### src/common/mws_params.svh
`ifndef MWS_PARAMS_SVH
`define MWS_PARAMS_SVH
`define MWS_SAMPLE_W      20
`define MWS_GAIN_W        12
`define MWS_WORD_W        40
`define MWS_BYTE_W        8
`define MWS_POS_LIMIT     20'h40000
`define MWS_NEG_LIMIT     20'hC0000
`define MWS_GAIN_SHIFT    12
`define MWS_BASE_DIV      128
`define MWS_DIV_CNT_W     11
`define MWS_LPF_SHIFT     5
`define MWS_FIFO_DEPTH    16
`define MWS_FIFO_AW       4
`define MWS_SRC_POWER     2'h0
`define MWS_SRC_BOTH      2'h1
`define MWS_SRC_CH1       2'h2
`define MWS_SRC_CH2       2'h3
`define MWS_PGA_W         3
`define MWS_PGA_MAX       3'h4
`endif

### src/common/mws_pkg.sv
package mws_pkg;
  typedef enum logic [1:0] {
    MWS_SRC_POWER_E = 2'h0,
    MWS_SRC_BOTH_E  = 2'h1,
    MWS_SRC_CH1_E   = 2'h2,
    MWS_SRC_CH2_E   = 2'h3
  } mws_src_t;
  typedef enum logic [1:0] {
    MWS_TX_IDLE = 2'h0,
    MWS_TX_LOAD = 2'h1,
    MWS_TX_SEND = 2'h3
  } mws_tx_state_t;
endpackage : mws_pkg

### src/rtl/mws_fifo.sv
`timescale 1ns/1ps
module mws_fifo #(
  parameter int WIDTH = 40,
  parameter int DEPTH = 16,
  parameter int AW    = 4
) (
  // clock and control
  input  wire logic             i_clk,
  input  wire logic             i_srst,
  input  wire logic             i_ce,
  // write side
  input  wire logic             i_wr_valid,
  output logic                  o_wr_ready,
  input  wire logic [WIDTH-1:0] i_wr_data,
  // read side
  output logic                  o_rd_valid,
  input  wire logic             i_rd_ready,
  output logic [WIDTH-1:0]      o_rd_data
);
  logic [WIDTH-1:0] mem_reg [DEPTH];
  logic [AW-1:0]    wp_reg, wp_next, rp_reg, rp_next;
  logic [AW:0]      cnt_reg, cnt_next;
  logic             do_wr, do_rd;

  always_comb begin
    do_wr    = i_wr_valid && (cnt_reg != AW'(0) + (AW+1)'(DEPTH));
    do_rd    = i_rd_ready && (cnt_reg != '0);
    wp_next  = do_wr ? wp_reg + 1'b1 : wp_reg;
    rp_next  = do_rd ? rp_reg + 1'b1 : rp_reg;
    cnt_next = cnt_reg + (AW+1)'(do_wr) - (AW+1)'(do_rd);
  end

  assign o_wr_ready = (cnt_reg != (AW+1)'(DEPTH));
  assign o_rd_valid = (cnt_reg != '0);
  assign o_rd_data  = mem_reg[rp_reg];

  always_ff @(posedge i_clk) begin
    if (i_srst) begin
      wp_reg  <= '0;
      rp_reg  <= '0;
      cnt_reg <= '0;
    end else if (i_ce) begin
      wp_reg  <= wp_next;
      rp_reg  <= rp_next;
      cnt_reg <= cnt_next;
      if (do_wr) begin
        mem_reg[wp_reg] <= i_wr_data;
      end
    end
  end
endmodule : mws_fifo

### src/rtl/mws_sampler.sv
`timescale 1ns/1ps
`include "mws_params.svh"
module mws_sampler (
  // clock and control
  input  wire logic                       I_CLK,
  input  wire logic                       I_SRST,
  input  wire logic                       I_CE,
  // converter results, same clock
  input  wire logic                       I_CH1_VALID,
  input  wire logic [`MWS_SAMPLE_W-1:0]   I_CH1_CODE,
  input  wire logic                       I_CH1_OVR_POS,
  input  wire logic                       I_CH1_OVR_NEG,
  input  wire logic [`MWS_SAMPLE_W-1:0]   I_CH2_CODE,
  // configuration
  input  wire logic [`MWS_GAIN_W-1:0]     I_POWER_GAIN_WORD,
  input  wire mws_pkg::mws_src_t          I_WAVE_SRC,
  input  wire logic [1:0]                 I_SAMPLE_RATE_SELECT,
  input  wire logic                       I_SAMPLE_READY_ENABLE,
  input  wire logic [`MWS_PGA_W-1:0]      I_CH2_PGA,
  // power path
  output logic [`MWS_WORD_W-1:0]          O_INST_POWER,
  output logic [`MWS_WORD_W-1:0]          O_ACTIVE_POWER,
  output logic [`MWS_WORD_W-1:0]          O_ENERGY,
  // waveform register and byte stream
  output logic [`MWS_WORD_W-1:0]          O_WAVEFORM,
  output logic                            O_IRQ_N,
  input  wire logic                       I_IRQ_ACK,
  output logic                            O_BYTE_VALID,
  input  wire logic                       I_BYTE_READY,
  output logic [`MWS_BYTE_W-1:0]          O_BYTE,
  output logic                            O_BYTE_LAST
);
  import mws_pkg::*;

  function automatic logic [23:0] sext24(input logic [`MWS_SAMPLE_W-1:0] v);
    sext24 = {{(24-`MWS_SAMPLE_W){v[`MWS_SAMPLE_W-1]}}, v};
  endfunction : sext24

  function automatic logic signed [`MWS_SAMPLE_W-1:0] clamp20(input logic signed [39:0] v);
    if (v > 40'sh0000040000) begin
      clamp20 = `MWS_POS_LIMIT;
    end else if (v < -40'sh0000040000) begin
      clamp20 = `MWS_NEG_LIMIT;
    end else begin
      clamp20 = v[`MWS_SAMPLE_W-1:0];
    end
  endfunction : clamp20

  logic signed [`MWS_SAMPLE_W-1:0] ch1_reg, ch1_next, ch2_reg, ch2_next;
  logic signed [`MWS_SAMPLE_W-1:0] lpf_reg, lpf_next;
  logic [`MWS_WORD_W-1:0]          wave_reg, wave_next, inst_reg, inst_next;
  logic [`MWS_WORD_W-1:0]          ap_reg, ap_next, en_reg, en_next;
  logic [`MWS_DIV_CNT_W-1:0]       div_reg, div_next;
  logic                            irq_reg, irq_next, push;
  logic [2:0]                      nbytes;
  logic signed [39:0]              ch1_raw, ch1_scaled, ch2_raw;
  logic [`MWS_DIV_CNT_W-1:0]       div_top;
  logic                            f_valid, f_ready, t_ready;
  logic [`MWS_WORD_W-1:0]          f_data, push_word;

  always_comb begin
    // over-range flags force the limit ahead of the gain stage, never a wrapped code
    ch1_raw = 40'(signed'(I_CH1_CODE));
    if (I_CH1_OVR_POS) begin
      ch1_raw = 40'sh0000040000;
    end else if (I_CH1_OVR_NEG) begin
      ch1_raw = -40'sh0000040000;
    end
    // code * (1 + g/4096)
    ch1_scaled = ch1_raw + ((ch1_raw * 40'(signed'(I_POWER_GAIN_WORD))) >>> `MWS_GAIN_SHIFT);
    ch1_next = I_CH1_VALID ? clamp20(ch1_scaled) : ch1_reg;
    // pga gain as shift, same code scale as channel 1
    ch2_raw  = 40'(signed'(I_CH2_CODE)) <<< ((I_CH2_PGA > `MWS_PGA_MAX) ? `MWS_PGA_MAX : I_CH2_PGA);
    ch2_next = I_CH1_VALID ? clamp20(ch2_raw) : ch2_reg;
    // one-pole smoothing, shift sets corner near 156 Hz at top rate
    lpf_next = I_CH1_VALID ? lpf_reg + ((ch2_reg - lpf_reg) >>> `MWS_LPF_SHIFT) : lpf_reg;
    // unfiltered channel 2 feeds the multiplier
    inst_next = I_CH1_VALID ? 40'(ch1_reg * ch2_reg) : inst_reg;
    // energy keeps running in every waveform mode
    ap_next = I_CH1_VALID ? ap_reg + 40'(signed'(inst_reg - ap_reg) >>> `MWS_LPF_SHIFT) : ap_reg;
    en_next = I_CH1_VALID ? en_reg + ap_reg : en_reg;
    // divide by 1, 2, 4, 8 of the top rate
    div_top = `MWS_DIV_CNT_W'(`MWS_BASE_DIV) << I_SAMPLE_RATE_SELECT;
    div_next = (div_reg >= div_top - 1'b1) ? '0 : div_reg + 1'b1;
    push = (div_reg == '0) && I_SAMPLE_READY_ENABLE;
    case (I_WAVE_SRC)
      MWS_SRC_CH1_E: begin
        push_word = {16'h0000, sext24(ch1_reg)};
        nbytes    = 3'h3;
      end
      MWS_SRC_BOTH_E: begin
        push_word = {ch1_reg, ch2_reg};
        nbytes    = 3'h5;
      end
      MWS_SRC_CH2_E: begin
        push_word = {16'h0000, sext24(lpf_reg)};
        nbytes    = 3'h3;
      end
      default: begin
        push_word = {16'h0000, ap_reg[23:0]};
        nbytes    = 3'h3;
      end
    endcase
    wave_next = (push && f_ready) ? push_word : wave_reg;
    // request held low until host acknowledges; new sample wins
    irq_next = (push && f_ready) ? 1'b1 : (I_IRQ_ACK ? 1'b0 : irq_reg);
  end

  always_ff @(posedge I_CLK) begin
    if (I_SRST) begin
      ch1_reg  <= '0;
      ch2_reg  <= '0;
      lpf_reg  <= '0;
      inst_reg <= '0;
      ap_reg   <= '0;
      en_reg   <= '0;
      div_reg  <= '0;
      wave_reg <= '0;
      irq_reg  <= 1'b0;
    end else if (I_CE) begin
      ch1_reg  <= ch1_next;
      ch2_reg  <= ch2_next;
      lpf_reg  <= lpf_next;
      inst_reg <= inst_next;
      ap_reg   <= ap_next;
      en_reg   <= en_next;
      div_reg  <= div_next;
      wave_reg <= wave_next;
      irq_reg  <= irq_next;
    end
  end

  assign O_INST_POWER   = inst_reg;
  assign O_ACTIVE_POWER = ap_reg;
  assign O_ENERGY       = en_reg;
  assign O_WAVEFORM     = wave_reg;
  assign O_IRQ_N        = ~irq_reg;

  // byte count rides in the top bits so a mode change mid-stream is safe
  logic [`MWS_WORD_W+2:0] fifo_in, fifo_out;
  assign fifo_in = {nbytes, push_word};

  mws_fifo #(.WIDTH(`MWS_WORD_W+3), .DEPTH(`MWS_FIFO_DEPTH), .AW(`MWS_FIFO_AW)) u_fifo (
    .i_clk      (I_CLK),
    .i_srst     (I_SRST),
    .i_ce       (I_CE),
    .i_wr_valid (push),
    .o_wr_ready (f_ready),
    .i_wr_data  (fifo_in),
    .o_rd_valid (f_valid),
    .i_rd_ready (t_ready),
    .o_rd_data  (fifo_out)
  );
  assign f_data = fifo_out[`MWS_WORD_W-1:0];

  mws_tx u_tx (
    .i_clk    (I_CLK),
    .i_srst   (I_SRST),
    .i_ce     (I_CE),
    .i_valid  (f_valid),
    .o_ready  (t_ready),
    .i_word   (f_data),
    .i_nbytes (fifo_out[`MWS_WORD_W+2:`MWS_WORD_W]),
    .o_valid  (O_BYTE_VALID),
    .i_ready  (I_BYTE_READY),
    .o_byte   (O_BYTE),
    .o_last   (O_BYTE_LAST)
  );

  property p_clamp;
    @(posedge I_CLK) disable iff (I_SRST)
      (I_CE && I_CH1_VALID && I_CH1_OVR_POS && !I_POWER_GAIN_WORD[11]) |=> (ch1_reg == `MWS_POS_LIMIT);
  endproperty
  a_clamp: assert property (p_clamp) else $error("ch1 not clamped");

  property p_irq;
    @(posedge I_CLK) disable iff (I_SRST)
      (I_CE && push && f_ready) |=> !O_IRQ_N;
  endproperty
  a_irq: assert property (p_irq) else $error("irq not raised");

  property p_no_push_off;
    @(posedge I_CLK) disable iff (I_SRST)
      !I_SAMPLE_READY_ENABLE |-> !push;
  endproperty
  a_no_push_off: assert property (p_no_push_off) else $error("push without enable");

  property p_both;
    @(posedge I_CLK) disable iff (I_SRST)
      (I_CE && push && f_ready && I_WAVE_SRC == MWS_SRC_BOTH_E)
        |=> (O_WAVEFORM == {$past(ch1_reg), $past(ch2_reg)});
  endproperty
  a_both: assert property (p_both) else $error("combined word wrong");

  property p_irq_clear;
    @(posedge I_CLK) disable iff (I_SRST)
      (I_CE && I_IRQ_ACK && !(push && f_ready)) |=> O_IRQ_N;
  endproperty
  a_irq_clear: assert property (p_irq_clear) else $error("irq not cleared");

  property p_irq_hold;
    @(posedge I_CLK) disable iff (I_SRST)
      (I_CE && !O_IRQ_N && !I_IRQ_ACK) |=> !O_IRQ_N;
  endproperty
  a_irq_hold: assert property (p_irq_hold) else $error("irq dropped early");

  property p_byte_hold;
    @(posedge I_CLK) disable iff (I_SRST)
      (I_CE && O_BYTE_VALID && !I_BYTE_READY) |=> (O_BYTE_VALID && $stable(O_BYTE));
  endproperty
  a_byte_hold: assert property (p_byte_hold) else $error("byte not held");

  property p_last_valid;
    @(posedge I_CLK) disable iff (I_SRST)
      O_BYTE_LAST |-> O_BYTE_VALID;
  endproperty
  a_last_valid: assert property (p_last_valid) else $error("last without valid");

  property p_clamp_neg;
    @(posedge I_CLK) disable iff (I_SRST)
      (I_CE && I_CH1_VALID && I_CH1_OVR_NEG && !I_CH1_OVR_POS && !I_POWER_GAIN_WORD[11])
        |=> (ch1_reg == `MWS_NEG_LIMIT);
  endproperty
  a_clamp_neg: assert property (p_clamp_neg) else $error("ch1 not clamped low");

  property p_ch1_val;
    @(posedge I_CLK) disable iff (I_SRST)
      (I_CE && push && f_ready && I_WAVE_SRC == MWS_SRC_CH1_E)
        |=> (O_WAVEFORM[19:0] == $past(ch1_reg));
  endproperty
  a_ch1_val: assert property (p_ch1_val) else $error("ch1 sample wrong");

  property p_ch1_sext;
    @(posedge I_CLK) disable iff (I_SRST)
      (I_CE && push && f_ready && I_WAVE_SRC == MWS_SRC_CH1_E)
        |=> (O_WAVEFORM[39:24] == 16'h0000 && O_WAVEFORM[23:20] == {4{O_WAVEFORM[19]}});
  endproperty
  a_ch1_sext: assert property (p_ch1_sext) else $error("sign extension wrong");

  property p_ch2_word;
    @(posedge I_CLK) disable iff (I_SRST)
      (I_CE && push && f_ready && I_WAVE_SRC == MWS_SRC_CH2_E)
        |=> (O_WAVEFORM[19:0] == $past(lpf_reg));
  endproperty
  a_ch2_word: assert property (p_ch2_word) else $error("smoothed sample wrong");

  property p_power_word;
    @(posedge I_CLK) disable iff (I_SRST)
      (I_CE && push && f_ready && I_WAVE_SRC == MWS_SRC_POWER_E)
        |=> (O_WAVEFORM[23:0] == $past(ap_reg[23:0]));
  endproperty
  a_power_word: assert property (p_power_word) else $error("power sample wrong");

  property p_full_drop;
    @(posedge I_CLK) disable iff (I_SRST)
      (I_CE && !f_ready && !I_IRQ_ACK) |=> ($stable(O_WAVEFORM) && $stable(O_IRQ_N));
  endproperty
  a_full_drop: assert property (p_full_drop) else $error("update while full");

  property p_div_step;
    @(posedge I_CLK) disable iff (I_SRST)
      (I_CE && div_reg == '0) |=> (div_reg == `MWS_DIV_CNT_W'(1));
  endproperty
  a_div_step: assert property (p_div_step) else $error("divider stuck");

  property p_lpf_hold;
    @(posedge I_CLK) disable iff (I_SRST)
      (I_CE && !I_CH1_VALID) |=> $stable(lpf_reg);
  endproperty
  a_lpf_hold: assert property (p_lpf_hold) else $error("filter moved");

  property p_inst;
    @(posedge I_CLK) disable iff (I_SRST)
      (I_CE && I_CH1_VALID) |=> (O_INST_POWER == 40'($past(ch1_reg) * $past(ch2_reg)));
  endproperty
  a_inst: assert property (p_inst) else $error("product not unfiltered");

  property p_energy;
    @(posedge I_CLK) disable iff (I_SRST)
      (I_CE && I_CH1_VALID) |=> (O_ENERGY == $past(O_ENERGY) + $past(O_ACTIVE_POWER));
  endproperty
  a_energy: assert property (p_energy) else $error("energy not accumulated");

  property p_ap_hold;
    @(posedge I_CLK) disable iff (I_SRST)
      (I_CE && !I_CH1_VALID) |=> $stable(O_ACTIVE_POWER);
  endproperty
  a_ap_hold: assert property (p_ap_hold) else $error("power moved");
endmodule : mws_sampler

### src/rtl/mws_tx.sv
`timescale 1ns/1ps
`include "mws_params.svh"
module mws_tx (
  // clock and control
  input  wire logic                    i_clk,
  input  wire logic                    i_srst,
  input  wire logic                    i_ce,
  // word in
  input  wire logic                    i_valid,
  output logic                         o_ready,
  input  wire logic [`MWS_WORD_W-1:0]  i_word,
  input  wire logic [2:0]              i_nbytes,
  // byte out
  output logic                         o_valid,
  input  wire logic                    i_ready,
  output logic [`MWS_BYTE_W-1:0]       o_byte,
  output logic                         o_last
);
  import mws_pkg::*;
  mws_tx_state_t            st_reg, st_next;
  logic [`MWS_WORD_W-1:0]   sh_reg, sh_next;
  logic [2:0]               left_reg, left_next;

  always_comb begin
    st_next   = st_reg;
    sh_next   = sh_reg;
    left_next = left_reg;
    o_ready   = 1'b0;
    case (st_reg)
      MWS_TX_IDLE: begin
        o_ready = 1'b1;
        if (i_valid) begin
          // left-align so the top byte always leaves first
          sh_next   = i_word << (`MWS_BYTE_W * (5 - 32'(i_nbytes)));
          left_next = i_nbytes;
          st_next   = MWS_TX_SEND;
        end
      end
      MWS_TX_SEND: begin
        if (i_ready) begin
          sh_next   = sh_reg << `MWS_BYTE_W;
          left_next = left_reg - 3'h1;
          if (left_reg == 3'h1) begin
            st_next = MWS_TX_IDLE;
          end
        end
      end
      default: st_next = MWS_TX_IDLE;
    endcase
  end

  assign o_valid = (st_reg == MWS_TX_SEND);
  assign o_byte  = sh_reg[`MWS_WORD_W-1 -: `MWS_BYTE_W];
  assign o_last  = (left_reg == 3'h1);

  always_ff @(posedge i_clk) begin
    if (i_srst) begin
      st_reg   <= MWS_TX_IDLE;
      sh_reg   <= '0;
      left_reg <= '0;
    end else if (i_ce) begin
      st_reg   <= st_next;
      sh_reg   <= sh_next;
      left_reg <= left_next;
    end
  end
endmodule : mws_tx

### config.mk
export PLATFORM = sky130hd
export DESIGN_NAME = mws_sampler
export DESIGN_NICKNAME = d
export VERILOG_FILES = /design/src/common/mws_pkg.sv /design/src/rtl/mws_fifo.sv /design/src/rtl/mws_sampler.sv /design/src/rtl/mws_tx.sv
export VERILOG_INCLUDE_DIRS = /design/src /design/src/common
export SDC_FILE = /design/constraint.sdc
export NUM_CORES = 2
export LEC_CHECK = 0
export ABC_CLOCK_PERIOD_IN_PS = 14800
export BUFFER_PORTS_ARGS = -buffer_cell sky130_fd_sc_hd__buf_2
export CORE_MARGIN = 5
export CORE_UTILIZATION = 40
export DETAILED_ROUTE_END_ITERATION = 7
export GPL_ROUTABILITY_DRIVEN = 0
export MAX_ROUTING_LAYER = met4
export PLACE_DENSITY_LB_ADDON = 0.08
export SLEW_MARGIN = 20
export SYNTH_ARGS = -nofsm -noshare
export SYNTH_HDL_FRONTEND = slang
export SYNTH_SLANG_ARGS = --single-unit
### constraint.sdc
create_clock -name I_CLK -period 14.8 [get_ports I_CLK]
set_input_delay 2.96 -clock I_CLK [delete_from_list [all_inputs] [get_ports I_CLK]]
set_output_delay 2.96 -clock I_CLK [all_outputs]
set_load 0.03 [all_outputs]
======== After elaboration in Yosys (flattened, before gate mapping) ========
Memory sizes are Yosys's and may differ from the RTL's. A register that Yosys moved wholly into a read port is not among the register bits.
Cells that the tools add are included.
cells by class
  add/sub/neg operators ................... 14
  multiply operators ...................... 2
  $lt $le $gt $ge ......................... 6
  equality and inequality tests ........... 9
  shifts and indexed selects .............. 3
  muxes and demuxes ....................... 29
  bitwise logic cells ..................... 1
  reductions and logical operators ........ 14
operator list
  cell                                                             count
  two-way mux 40 bit                                               4
  one-hot mux 40 bit (3 select lines)                              1
  adder 40 bit                                                     2
  greater-than comparator 40 x 20 -> 1 bit, second input constant  2
  less-than comparator 40 x 19 -> 1 bit, second input constant     2
  two-way mux 20 bit                                               4
  one-hot mux 40 bit (2 select lines)                              1
  adder 40 x 28 -> 40 bit                                          1
  multiplier 20 x 20 -> 40 bit                                     1
  multiplier 40 x 12 -> 40 bit                                     1
  << shifter 40 x 32 -> 40 bit                                     1
  <<< shifter 20 x 3 -> 40 bit                                     1
  subtractor 40 bit                                                1
  adder 20 x 15 -> 20 bit                                          1
  subtractor 20 bit                                                1
  two-way mux 3 bit                                                4
  adder 11 x 1 -> 11 bit, second input constant                    1
  >= comparator 11 bit                                             1
  zero test 11 bit                                                 1
  two-way mux 11 bit                                               1
  << shifter 8 x 2 -> 11 bit, first input constant                 1
  subtractor 11 x 1 -> 11 bit, second input constant               1
  adder 4 x 1 -> 4 bit, second input constant                      2
  two-way mux 4 bit                                                2
  other kinds (22)                                                 40
word-level totals
  bits in registers ....................... 290
  bits in writable memories ............... 688
  output and inout port bits .............. 171
  logic and storage cells ................. 94
  memories kept ........................... 1
memories
  name            words  width  rd ports  clocked after memory_dff  wr ports  RTL line        RTL
  u_fifo.mem_reg  16     43     1         1                         1         mws_fifo.sv:20  logic [WIDTH-1:0] mem_reg [DEPTH];

======== Logic depth before layout (Yosys ltp) ========
  depth in word-level cells ............... 7
  mapped depth ............................ 42
  depth with buffers taken out ............ 40

======== Hierarchy ========
From an unflattened synthesis, not the netlist that was laid out.
unflattened totals
  cell total of the unflattened synthesis .. 6374
  area total of the unflattened synthesis .. 70405.0 um^2
by module, submodules not included
  module       instances  cells an instance  area each (um^2)
  mws_sampler  1          4856               40976.8
  mws_fifo     1          1168               26656.8
  mws_tx       1          350                2771.4

======== Least setup slack after synthesis ========
Ideal clock, no wire load.
  path kind ............................... in2reg
  start point ............................. input I_CH1_OVR_NEG
  end point ............................... register ch1_reg[10]
  data arrival time ....................... 11.494 ns
  required time ........................... 14.679 ns
  slack ................................... 3.185 ns
  stages .................................. 38
  path buffers ............................ 2
  path through ............................ nor2_1 clkbuf_1 and2_1 clkbuf_1 nand2_1 fa_1 fa_1 fa_1 inv_1 fa_1 inv_1 fa_1 inv_1 ha_1 o21a_1 o21ai_0 o22ai_1 a211oi_1 [2 not listed] nor2_1 o21ai_0 nand2b_1 a21oi_1 xnor2_1 ha_1 a21o_1 a211oi_2 nand4bb_1 a21o_1 a311o_1 a31oi_1 o21ai_0 xor2_1 and4b_1 a41oi_1 nand2b_1 o21ai_1
on the way
  word-level cells in the longest chain between the ends .. 7
  elaborated cells on any way between the ends .. 8
  classes of those cells .................. add/sub: 1; mul: 1; order compare: 2; mux: 4
RTL lines
  what                                   RTL line            RTL
  start, declared                        mws_sampler.sv:12   input wire logic I_CH1_OVR_NEG,
  two-way mux 40 bit (*)                 mws_sampler.sv:66   end else if (I_CH1_OVR_NEG) begin
  two-way mux 40 bit (*)                 mws_sampler.sv:64   if (I_CH1_OVR_POS) begin
  multiplier 40 x 12 -> 40 bit           mws_sampler.sv:70   ch1_scaled = ch1_raw + ((ch1_raw * 40'(signed'(I_POWER_GAIN_WORD))) >>> `MWS_GAIN_SHIFT);
  adder 40 x 28 -> 40 bit (*)            mws_sampler.sv:70
  less-than comparator 40 x 19 -> 1 bit  mws_sampler.sv:42   end else if (v < -40'sh0000040000) begin
  two-way mux 20 bit                     mws_sampler.sv:42
  two-way mux 20 bit (*)                 mws_sampler.sv:40   if (v > 40'sh0000040000) begin
  end signal, assigned                   mws_sampler.sv:121  ch1_reg <= ch1_next;
  end, declared                          mws_sampler.sv:49   logic signed [`MWS_SAMPLE_W-1:0] ch1_reg, ch1_next, ch2_reg, ch2_next;
Every way passes the cells marked *; elsewhere a longest branch is shown, timed or not.
A chain may end at the register's enable or synchronous reset.

======== Worst setup path after layout ========
  start point ............................. input I_CH1_OVR_NEG
  end point ............................... register ch1_reg[2]
The elaborated chain is that of the path after synthesis.

==> metrics <==
Root Buffer clkbuf_16; Startpoint Class input pin; Setup Fix Bufs, Post-CTS 0; Die Area 0.181 mm²; most common cell after layout, fill and taps aside nand2_1; number of synthesized flops with an enable pin 672; vias in the first global route 48900; reg2reg start ch2_reg[5]$_SDFFE_PP0P_; DRT Pass-1 Iters 5; WP data arrival 12.94 ns; RSZ-0062 raised after global routing no; Synthesis Warnings 0; GRT Resource Usage Total 0.231; port buffer count 238; Die W 426 µm; Post-Layout Inst Area 0.0763 mm²; Hold Path Origin O_WAVEFORM[16]$_SDFFE_PP0P_; crit-path max cell delay 0.67 ns; Netlist cell types 83; Crit Reg-Reg Endpoint O_INST_POWER[38]$_SDFFE_PP0P_; Synth Flop Type edfxtp_1; final wirelength 203000 µm; CTS sink cnt 965; CORE AREA 0.172 mm²; Hold Path Depth 2; Synth Cell Area 0.0692 mm²; grt ovf 0; outcome completed; pins over their slew limit 0; most used cell, CP fa_1; DRC 0; drt initial violations 3112; largest net degree at the start of global routing 77; clk_lat worst skew 0.73 ns; Hold Vio Cnt, Final 0; Clock Pin Slew Worst Setup and Hold Paths 0.06 ns; vias 47000; Min Clock Period, post-route 12.28 ns; Met1 Routed Length 87200 µm; metal2 WL 103000 µm; Row Count 152; post-synthesis sequential area ratio 0.376; HP Class reg2reg; hold endpoint O_WAVEFORM[16]$_SDFFE_PP0P_; Fmax 81.4 MHz; Max-cap violations 0; worst slew pin tran 1.11 ns; crit share post-route 0.830; worst relative slew slack 0.257; Area contributors post-synth edfxtp_1, fa_1, dfxtp_1, mux4_2, ha_1; hold_buf cts 0; CTS Buffer Depth 3; Num CTS Buffers 103; CP Capture Type flip-flop; Yosys reg bits 965; Syn Inst Count 6216; worst IR drop on VDD 0.276 mV; Vert. Die Dim 426 µm; Largest register FFs 672; Power Density 172 mW/mm²; Reg2Reg Setup Slack 6.35 ns; Synth top area share 0.292; fin nets 7441; H-tree Lvls 3; global-route wire length before repair 310000 µm; critical path's slowest cell a211oi_1; most frequent cells in the layout nand2_1, inv_1, edfxtp_1, fa_1, ha_1; Final setup viols 0; post-cts resize count 0; Routed Antenna Nets 0; DR top layer met4; area leader, netlist edfxtp_1; Syn Nets 7311; P_leak 0.0305 µW; placed instance area 0.0730 mm²; Setup CP Type in2reg; met3 wire len 6780 µm; fraction of registers with async set or reset after synthesis 0; initial antenna violation count 10; clock skew 0.0428 ns; CTS tree yes; fraction of layout cells with a size suffix above 1 0.121; TNS Setup 0 ns; syn avg cell area 11.1 µm²; Worst EP required 15.46 ns; IO Pins 239; Via density 5.37; detailed placer's ending HPWL 143000 µm; CP Max Fanout 39; Routed WL per cell 23.2 µm; Initial Util 0.403; Area Growth Syn to Fin 10.4%; reg2reg path depth 26
==> metal layers <==
metal / vias to the layer above / track usage
li1: 21500 / -
met3: 270 / 0.0193
met2: 973 / 0.396
met1: 24300 / 0.297
met4: 0 / 0.0673
met5: - / -
==> worst max-delay path, delay by kind of cell <==
family | cells | cell delay (ns)
xor+xnor | 2 | 0.26
buf+inv | 5 | 0.56
fa+ha+maj | 7 | 3.07
compound gates | 15 | 3.88
simple gates | 9 | 2.17
==> through the flow <==
step           cells  hold WS, ns  worst slack [ns]  total power [µW]  utilization
2_1_floorplan   6216        0.436              3.18              8950            -
3_3_place_gp    8551        0.441              1.95             10600        0.425
3_5_place_dp    8551        0.441              1.81             10600        0.425
4_1_cts         8738        0.449              2.59             13200        0.444
5_1_grt         8755        0.472              1.79             14200        0.444
6_report        8759        0.450              2.52             13100        0.445
==> area by class of cell <==
type / count / area, µm²
fillers: 16200 / 95400
well taps: 2310 / 2890
inverters: 766 / 2880
clock buffers: 144 / 2880
flip-flops and latches: 965 / 26100
clock inverters: 43 / 443
multi-input cells: 4176 / 39200
diodes: 21 / 52.6
repair buffers: 334 / 1920
==> cell families after synthesis <==
family | share of synthesized area
AND/OR/NAND/NOR | 0.113
adder cells (fa/ha/maj) | 0.256
multiplexers | 0.0818
XOR/XNOR | 0.0275
AO/OA/AOI/OAI | 0.0857
flip-flops | 0.376
buffers and inverters | 0.0590
==> worst max path at each step <==
stage / slack [ns] / endpoint / start / depth (start not counted)
6_report: 2.52 / ch1_reg[2]$_SDFFE_PP0P_ / I_CH1_OVR_NEG / 38
5_1_grt: 1.79 / ch1_reg[6]$_SDFFE_PP0P_ / I_CH1_OVR_NEG / 38
4_1_cts: 2.59 / ch1_reg[2]$_SDFFE_PP0P_ / I_CH1_OVR_NEG / 38
3_5_place_dp: 1.81 / ch1_reg[0]$_SDFFE_PP0P_ / I_CH1_OVR_NEG / 38
3_3_place_gp: 1.95 / ch1_reg[7]$_SDFFE_PP0P_ / I_CH1_OVR_NEG / 37
2_1_floorplan: 3.18 / ch1_reg[10]$_SDFFE_PP0P_ / I_CH1_OVR_NEG / 38
==> cell usage after synthesis (6+ instances only) <==
| cell | instances |
|---|---|
| a2111oi_0 | 8 |
| a211oi_1 | 48 |
| a21o_1 | 99 |
| a21oi_1 | 339 |
| a221oi_1 | 17 |
| a22o_1 | 23 |
| a22oi_1 | 23 |
| a31oi_1 | 22 |
| and2_1 | 201 |
| and3_1 | 71 |
| and4_1 | 7 |
| buf_1 | 28 |
| buf_2 | 8 |
| buf_4 | 10 |
| clkbuf_1 | 263 |
| dfxtp_1 | 293 |
| edfxtp_1 | 672 |
| fa_1 | 651 |
| ha_1 | 376 |
| inv_1 | 765 |
| mux2_2 | 11 |
| mux2i_1 | 38 |
| mux4_2 | 229 |
| nand2_1 | 776 |
| nand2b_1 | 58 |
| nand3_1 | 66 |
| nand3b_1 | 7 |
| nand4_1 | 20 |
| nor2_1 | 336 |
| nor2b_1 | 45 |
| nor3_1 | 69 |
| nor4_1 | 10 |
| o211ai_1 | 13 |
| o21a_1 | 45 |
| o21ai_0 | 171 |
| o21ai_1 | 16 |
| o21bai_1 | 28 |
| o22ai_1 | 9 |
| o31a_1 | 6 |
| o31ai_1 | 10 |
| o41ai_1 | 6 |
| or2_2 | 10 |
| or3_1 | 22 |
| xnor2_1 | 145 |
| xor2_1 | 72 |
==> power breakdown <==
| group | switching [µW] | internal, µW | leakage [µW] |
|---|---|---|---|
| Clock | 1110 | 1450 | 0.00162 |
| Sequential | 235 | 3070 | 0.00828 |
| Combinational | 4190 | 3060 | 0.0206 |
| Total | 5540 | 7580 | 0.0305 |
(Power assumes the default switching activity.)
